`src/gpio_params.svh`:
```
// Constants for the eight-bit port with alternate functions
// How it works
// - Direction bit 0 input, 1 output
// - Input pin reads back synchronized pin level
// - Output pin drives latch, reads latch back
// - Output pins raise no edge interrupts
// - Group requests are ORed per vector
// - High rising or low falling pin in group masks others
// - Sources 1,2 rise; 3,4 fall detect
// - Peripheral output use overrides direction and data
// - Peripheral drive forces output, proper drive type
// - Peripheral input pin still readable as data
// - Bit 0 outputs CPU clock when selected
// - Bits 1,2 open-drain I2C data, clock
// - Bits 4-7 are interrupt sources one-four
// - Data and direction reset to zero
`ifndef GPIO_PARAMS_SVH
`define GPIO_PARAMS_SVH
`define GPIO_WIDTH 8
`define GPIO_RESET_VALUE 8'h00
`define GPIO_BIT_CLKOUT 0
`define GPIO_BIT_TIMER_EXTERNAL_CLOCK 3
`define GPIO_BIT_SDA 1
`define GPIO_BIT_SCL 2
`define GPIO_BIT_CAP1 4
`define GPIO_BIT_CAP2 5
`define GPIO_BIT_CMP1 6
`define GPIO_BIT_CMP2 7
`define GPIO_IRQ_FIRST 4
`define GPIO_IRQ_COUNT 4
`define GPIO_RISE_MASK 4'h3
`define GPIO_SYNC_STAGES 2
`endif

```
`src/gpio_pkg.sv`:
```
// Types for the eight-bit port
package gpio_pkg;
   typedef enum logic {GPIO_DIR_IN, GPIO_DIR_OUT} gpio_dir_t;
   typedef logic [7:0] gpio_byte_t;
endpackage

```
`src/gpio_sync.sv`:
```
// Two-flop synchronizer bank for the pin inputs
module gpio_sync #(
   parameter int WIDTH = 8
) (
   // Clock and reset
   input wire logic clock_i,
   input wire logic sys_rst_i,
   // Data
   input wire logic [WIDTH-1:0] async_i,
   output logic [WIDTH-1:0] sync_o
);
   logic [WIDTH-1:0] stage1;

   // First stage feeds only the second
   always_ff @(posedge clock_i or posedge sys_rst_i) begin
      if (sys_rst_i) begin
         stage1 <= '0;
         sync_o <= '0;
      end else begin
         stage1 <= async_i;
         sync_o <= stage1;
      end
   end
endmodule

```
`src/gpio_port.sv`:
```
// Eight-bit I/O port with direction, latch, edge interrupts and alternate functions
`include "gpio_params.svh"
module gpio_port (
   // Clock and reset
   input wire logic clock_i,
   input wire logic sys_rst_i,
   // Software register side
   input wire logic data_wr_i,
   input wire gpio_pkg::gpio_byte_t data_wdata_i,
   input wire logic dir_wr_i,
   input wire gpio_pkg::gpio_byte_t dir_wdata_i,
   input wire logic irq_en_wr_i,
   input wire logic [3:0] irq_en_wdata_i,
   input wire logic clock_out_select_i,
   input wire logic [3:0] irq_clear_i,
   output gpio_pkg::gpio_byte_t pin_value_latch_o,
   output gpio_pkg::gpio_byte_t dir_o,
   output logic [3:0] edge_irq_enable_reg_o,
   output logic [3:0] irq_pending_o,
   output logic irq_o,
   // Peripheral side
   input wire logic cpu_clock_i,
   input wire logic i2c_enable_i,
   input wire logic sda_drive_low_i,
   input wire logic scl_drive_low_i,
   input wire logic compare_one_out_enable_i,
   input wire logic compare_two_out_enable_i,
   input wire logic timer_compare_one_i,
   input wire logic timer_compare_two_i,
   output logic timer_capture_one_o,
   output logic timer_capture_two_o,
   output logic timer_external_clock_o,
   output logic sda_in_o,
   output logic scl_in_o,
   // Pins
   input wire gpio_pkg::gpio_byte_t pin_i,
   output gpio_pkg::gpio_byte_t pin_o,
   output gpio_pkg::gpio_byte_t pin_oe_o
);
   import gpio_pkg::*;

   gpio_byte_t data_latch;
   gpio_byte_t dir;
   gpio_byte_t pin_sync;
   gpio_byte_t pin_prev;
   logic [3:0] irq_en;
   logic [3:0] irq_pend;
   logic [3:0] src_level;
   logic [3:0] src_prev;
   logic [3:0] src_edge;
   logic [3:0] next_pend;
   gpio_byte_t next_pin;
   gpio_byte_t next_oe;
   logic group_level;

   // ==========================================
   // Pin synchronizer
   gpio_sync #(.WIDTH(`GPIO_WIDTH)) u_sync (
      .clock_i(clock_i),
      .sys_rst_i(sys_rst_i),
      .async_i(pin_i),
      .sync_o(pin_sync)
   );

   // ==========================================
   // Software registers
   always_ff @(posedge clock_i or posedge sys_rst_i) begin
      if (sys_rst_i) begin
         data_latch <= `GPIO_RESET_VALUE;
      end else if (data_wr_i) begin
         data_latch <= data_wdata_i;
      end
   end

   always_ff @(posedge clock_i or posedge sys_rst_i) begin
      if (sys_rst_i) begin
         dir <= `GPIO_RESET_VALUE;
      end else if (dir_wr_i) begin
         dir <= dir_wdata_i;
      end
   end

   always_ff @(posedge clock_i or posedge sys_rst_i) begin
      if (sys_rst_i) begin
         irq_en <= '0;
      end else if (irq_en_wr_i) begin
         irq_en <= irq_en_wdata_i;
      end
   end

   // ==========================================
   // Read-back: latch for outputs, pin for inputs
   always_ff @(posedge clock_i or posedge sys_rst_i) begin
      if (sys_rst_i) begin
         pin_value_latch_o <= '0;
      end else begin
         for (int i = 0; i < `GPIO_WIDTH; i++) begin
            if (dir[i] == GPIO_DIR_OUT) begin
               pin_value_latch_o[i] <= data_latch[i];
            end else begin
               pin_value_latch_o[i] <= pin_sync[i];
            end
         end
      end
   end

   assign dir_o = dir;
   assign edge_irq_enable_reg_o = irq_en;

   // ==========================================
   // Pin drive with alternate function override
   always_comb begin
      for (int i = 0; i < `GPIO_WIDTH; i++) begin
         next_pin[i] = data_latch[i];
         next_oe[i] = dir[i];
      end
      if (clock_out_select_i) begin
         next_pin[`GPIO_BIT_CLKOUT] = cpu_clock_i;
         next_oe[`GPIO_BIT_CLKOUT] = 1'b1;
      end
      if (i2c_enable_i) begin
         // Open drain: only drive low
         next_pin[`GPIO_BIT_SDA] = 1'b0;
         next_oe[`GPIO_BIT_SDA] = sda_drive_low_i;
         next_pin[`GPIO_BIT_SCL] = 1'b0;
         next_oe[`GPIO_BIT_SCL] = scl_drive_low_i;
      end else begin
         // Open-drain pads even as plain outputs
         next_pin[`GPIO_BIT_SDA] = 1'b0;
         next_oe[`GPIO_BIT_SDA] = dir[`GPIO_BIT_SDA] & ~data_latch[`GPIO_BIT_SDA];
         next_pin[`GPIO_BIT_SCL] = 1'b0;
         next_oe[`GPIO_BIT_SCL] = dir[`GPIO_BIT_SCL] & ~data_latch[`GPIO_BIT_SCL];
      end
      if (compare_one_out_enable_i) begin
         next_pin[`GPIO_BIT_CMP1] = timer_compare_one_i;
         next_oe[`GPIO_BIT_CMP1] = 1'b1;
      end
      if (compare_two_out_enable_i) begin
         next_pin[`GPIO_BIT_CMP2] = timer_compare_two_i;
         next_oe[`GPIO_BIT_CMP2] = 1'b1;
      end
   end

   // Clock output path kept combinational to pass the clock
   assign pin_o = next_pin;
   assign pin_oe_o = next_oe;

   // ==========================================
   // Peripheral inputs from synchronized pins
   assign timer_capture_one_o = pin_sync[`GPIO_BIT_CAP1];
   assign timer_capture_two_o = pin_sync[`GPIO_BIT_CAP2];
   assign timer_external_clock_o = pin_sync[`GPIO_BIT_TIMER_EXTERNAL_CLOCK];
   assign sda_in_o = pin_sync[`GPIO_BIT_SDA];
   assign scl_in_o = pin_sync[`GPIO_BIT_SCL];

   // ==========================================
   // Edge interrupt sources on bits 4 to 7
   always_ff @(posedge clock_i or posedge sys_rst_i) begin
      if (sys_rst_i) begin
         pin_prev <= '0;
      end else begin
         pin_prev <= pin_sync;
      end
   end

   // Edge sense of each source, rising or falling
   function automatic logic src_rises(input int k);
      logic [3:0] mask;
      mask = `GPIO_RISE_MASK;
      return mask[k];
   endfunction

   // Source level: high when source would request; rising sources
   // use pin level, falling ones inverted. Output pins read idle.
   always_comb begin
      for (int k = 0; k < `GPIO_IRQ_COUNT; k++) begin
         if (src_rises(k)) begin
            src_level[k] = pin_sync[`GPIO_IRQ_FIRST + k];
            src_prev[k] = pin_prev[`GPIO_IRQ_FIRST + k];
         end else begin
            src_level[k] = ~pin_sync[`GPIO_IRQ_FIRST + k];
            src_prev[k] = ~pin_prev[`GPIO_IRQ_FIRST + k];
         end
         src_level[k] = src_level[k] & irq_en[k] & ~dir[`GPIO_IRQ_FIRST + k];
         src_prev[k] = src_prev[k] & irq_en[k] & ~dir[`GPIO_IRQ_FIRST + k];
         src_edge[k] = src_level[k] & ~src_prev[k];
      end
   end

   // ==========================================
   // Shared vector: ORed levels, so a stuck source masks the rest
   assign group_level = |src_level;

   logic group_prev;
   always_ff @(posedge clock_i or posedge sys_rst_i) begin
      if (sys_rst_i) begin
         group_prev <= 1'b0;
      end else begin
         group_prev <= group_level;
      end
   end

   // ==========================================
   // Pending per source; set wins over clear
   always_comb begin
      for (int k = 0; k < `GPIO_IRQ_COUNT; k++) begin
         next_pend[k] = (irq_pend[k] & ~irq_clear_i[k]) |
            (src_edge[k] & group_level & ~group_prev);
      end
   end

   always_ff @(posedge clock_i or posedge sys_rst_i) begin
      if (sys_rst_i) begin
         irq_pend <= '0;
      end else begin
         irq_pend <= next_pend;
      end
   end

   assign irq_pending_o = irq_pend;
   assign irq_o = |irq_pend;
endmodule

```
`config.mk`:
```
export PLATFORM = sky130hd
export DESIGN_NAME = gpio_port
export DESIGN_NICKNAME = d
export VERILOG_FILES = /design/src/gpio_pkg.sv /design/src/gpio_sync.sv /design/src/gpio_port.sv
export VERILOG_INCLUDE_DIRS = /design/src
export SDC_FILE = /design/constraint.sdc
export NUM_CORES = 1
export LEC_CHECK = 0
export BUFFER_PORTS_ARGS = -buffer_cell sky130_fd_sc_hd__buf_2
export CORE_UTILIZATION = 45
export CTS_CLUSTER_SIZE = 16
export DETAILED_ROUTE_END_ITERATION = 10
export PLACE_DENSITY = 0.86
export SLEW_MARGIN = 20
export SYNTH_ARGS = -nofsm -noshare
export SYNTH_HDL_FRONTEND = slang
export SYNTH_SLANG_ARGS = --single-unit
export TNS_END_PERCENT = 5
```
`constraint.sdc`:
```
create_clock -name clock_i -period 2.4 [get_ports clock_i]
set_input_delay 0.72 -clock clock_i [delete_from_list [all_inputs] [get_ports clock_i]]
set_output_delay 0.72 -clock clock_i [all_outputs]
set_load 0.03 [all_outputs]
```
==> impl_metrics.csv <==
group,metric,value,unit
cells_and_area,antennaDiodeCount,0,
synth,synth.distinct_cells,14,
routing,via_per_inst,4.75,
power,p_leak,1.22,nW
cts,cts_tree,"built",
place,dp_slack,0.366,ns
routing,wl_per_cell,13.6,microns
floorplanning,die_h,67.1,microns
power,sw_frac_of_total,0.302,
place,placed_cell_area,2360,sq um
routing,drt_iter0_markers,74,
place,place_congestion,0.658,
sta,finalCriticalPeriod,2.03,ns
power,pwr-share-clk,0.261,
sta,holdWs,0.356,ns
cts,post-cts-setup-buffer-count,0,
worst_setup_path,crit_required,1.68,ns
min_path,hold_path_class,"reg -> reg",
sta,maxClockFrequency,492,MHz
cells_and_area,final_core_util,0.608,
cts,clkSinkCount,53,
global_route,first_global_vias,1200,
cells_and_area,final_cell_mix,"89 x buf_2, 53 x dfrtp_1, 31 x mux2_2",
power,internal-power,1.31,mW
floorplanning,die_x,67.1,microns
synth,synth_area,1900,sq um
cts,cts_root_buf,"clkbuf_8",
cells_and_area,final_common_cell,"buf_2",
synth,synth_top_area_share,0.696,
cts,cts_buffers,5,
routing,vias,1240,
sta,tns,0,ns
routing,finalWirelength,3560,microns
cts,cts.clk_slew.worst_paths,0.09,ns
place,io_buffers,89,
cells_and_area,fillers,331,
synth,syn_inst,121,
routing,drc,0,
floorplanning,ios,92,
sta,setup-violations-final,0,
cts,clock_latency,0.30,ns
job,maxCapViolations,0,
power,p_seq_frac,0.539,
floorplanning,dieArea,4500,sq um
sta,finalCritPeriodShare,0.847,
global_route,antenna_found_initial,0,
global_route,grt_usage,0.171,
worst_setup_path,critPathLaunchType,"primary input",
power,switching_power,569,uW
cells_and_area,multiInputGateArea,485,sq um
sta,slew_viol_final,0,
synth,seq_area_frac_synth,0.696,
floorplanning,row_count,23,
cts,hold_buffers,0,
global_route,grt.overflow.total,0,
routing,drtAntennaViolNets,0,
global_route,grt_pass1_wl,5380,microns
cells_and_area,area_growth,28.7,%
synth,synth_top_area_cell,"dfrtp_1",
floorplanning,start_util,0.473,
power,power.density,768,nW/um^2
worst_setup_path,cp-end-kind,"output pin",
synth,avgSynthCellArea,15.7,sq um
floorplanning,core,4030,sq um
sta,setup_slack,0.368,ns
status,status,"finished, final reports clean",
cells_and_area,drive_above_1_share,0.635,
synth,synth_area_leaders,"dfrtp_1 70%, mux2_2 18%, buf_4 3.2%",
worst_setup_path,worstPathMaxFanout,2,
synth,yosys_warnings,0,
cts,clockBufferDepth,2,
place,hpwl,2710,microns
synth,synth_seq_cells,53,
cells_and_area,nets,256,
routing,firstDrtPassIters,4,
worst_setup_path,worst-setup-path-type,"in -> out",
sta,rsz0062_at_grt,"false",
power,power_frac_comb,0.201,
cts,htreeDepth,2,
sta,hold_violations,0,
worst_setup_path,arrival,1.31,ns
cts,cts_resized,0,
sta,skew,0.00178,ns
cells_and_area,stdcell_area,2450,sq um
global_route,grt_max_degree,22,
cells_and_area,seqCellArea,1330,sq um
power,peakVddDrop,0.436,mV
logic make-up (layout without fill, tap and decap cells):
logic type | after synthesis | count (layout) | synth area share
flops | 53 | 53 | 0.696
mux | 31 | 31 | 0.183
buf+inv | 17 | 106 | 0.0506
simple gates | 13 | 13 | 0.0440
compound gates | 6 | 6 | 0.0237
other cells | 1 | 2 | 0.00197
registers in the layout (all words and copies together), names as in the netlist:
signal and count:
pin_prev 4, u_sync.sync_o 8, dir_o 8, edge_irq_enable_reg_o 4, data_latch 8, group_prev 1
pin_value_latch_o 8, u_sync.stage1 8, irq_pending_o 4
power groups by stage:
stage | clock network [mW] | logic [mW] | registers [mW]
final | 0.491 | 0.378 | 1.01
after global routing | 0.537 | 0.406 | 1.02
after CTS | 0.510 | 0.383 | 1.02
after detailed placement | 0 | 0.382 | 1.03
after global placement | 0 | 0.377 | 1.03
after floorplan | 0 | 0.176 | 1.12
cell type report:
| cell class | instances | area share |
|---|---|---|
| clock buffers | 5 | 0.0281 |
| clock inverters | 3 | 0.00868 |
| inverters | 7 | 0.0107 |
| multi-input cells | 52 | 0.198 |
| flip-flops and latches | 53 | 0.541 |
| well taps | 50 | 0.0255 |
| repair buffers | 91 | 0.188 |
routing by layer:
layer / routed length (microns) / global-route usage
met5: 0 / 0
met2: 1610 / 0.275
met1: 1530 / 0.201
met3: 361 / 0.0599
met4: 61 / 0.0878
critical path: stages:
cell and delay, ns:
buf_2 0.09, mux2_2 0.32, buf_2 0.18
worst paths after layout:
check,start,end,slack (ns),depth (start not counted)
setup / recovery,clock_out_select_i,pin_o[0],0.37,3
hold / removal,u_sync.stage1[0]$_DFF_PP0_,u_sync.sync_o[0]$_DFF_PP0_,0.36,0
setup reg to reg,dir_o[7]$_DFFE_PP0P_,irq_pending_o[3]$_DFF_PP0_,1.23,2
hold reg to reg,u_sync.stage1[0]$_DFF_PP0_,u_sync.sync_o[0]$_DFF_PP0_,0.36,0
max in group asynchronous,sys_rst_i,edge_irq_enable_reg_o[0]$_DFFE_PP0P_,1.43,3
min in group asynchronous,sys_rst_i,u_sync.sync_o[5]$_DFF_PP0_,0.40,2
metrics by stage:
step	total power, mW	std cells
after floorplan	1.29	122
after global placement	1.40	253
after detailed placement	1.42	253
after CTS	1.91	261
after global routing	1.97	261
final	1.88	261
Yosys cell counts:
| master | number |
|---|---|
| nand3b_1 | 2 |
| buf_2 | 2 |
| buf_4 | 8 |
| conb_1 | 1 |
| dfrtp_1 | 53 |
| mux2_2 | 31 |
| nand2b_1 | 2 |
| o32ai_1 | 4 |
| inv_1 | 7 |
| or3b_1 | 2 |
| nand2_1 | 2 |
| nand4_1 | 2 |
| o21ai_0 | 2 |
| or2_2 | 3 |
Power figures use the tool's default switching activity.
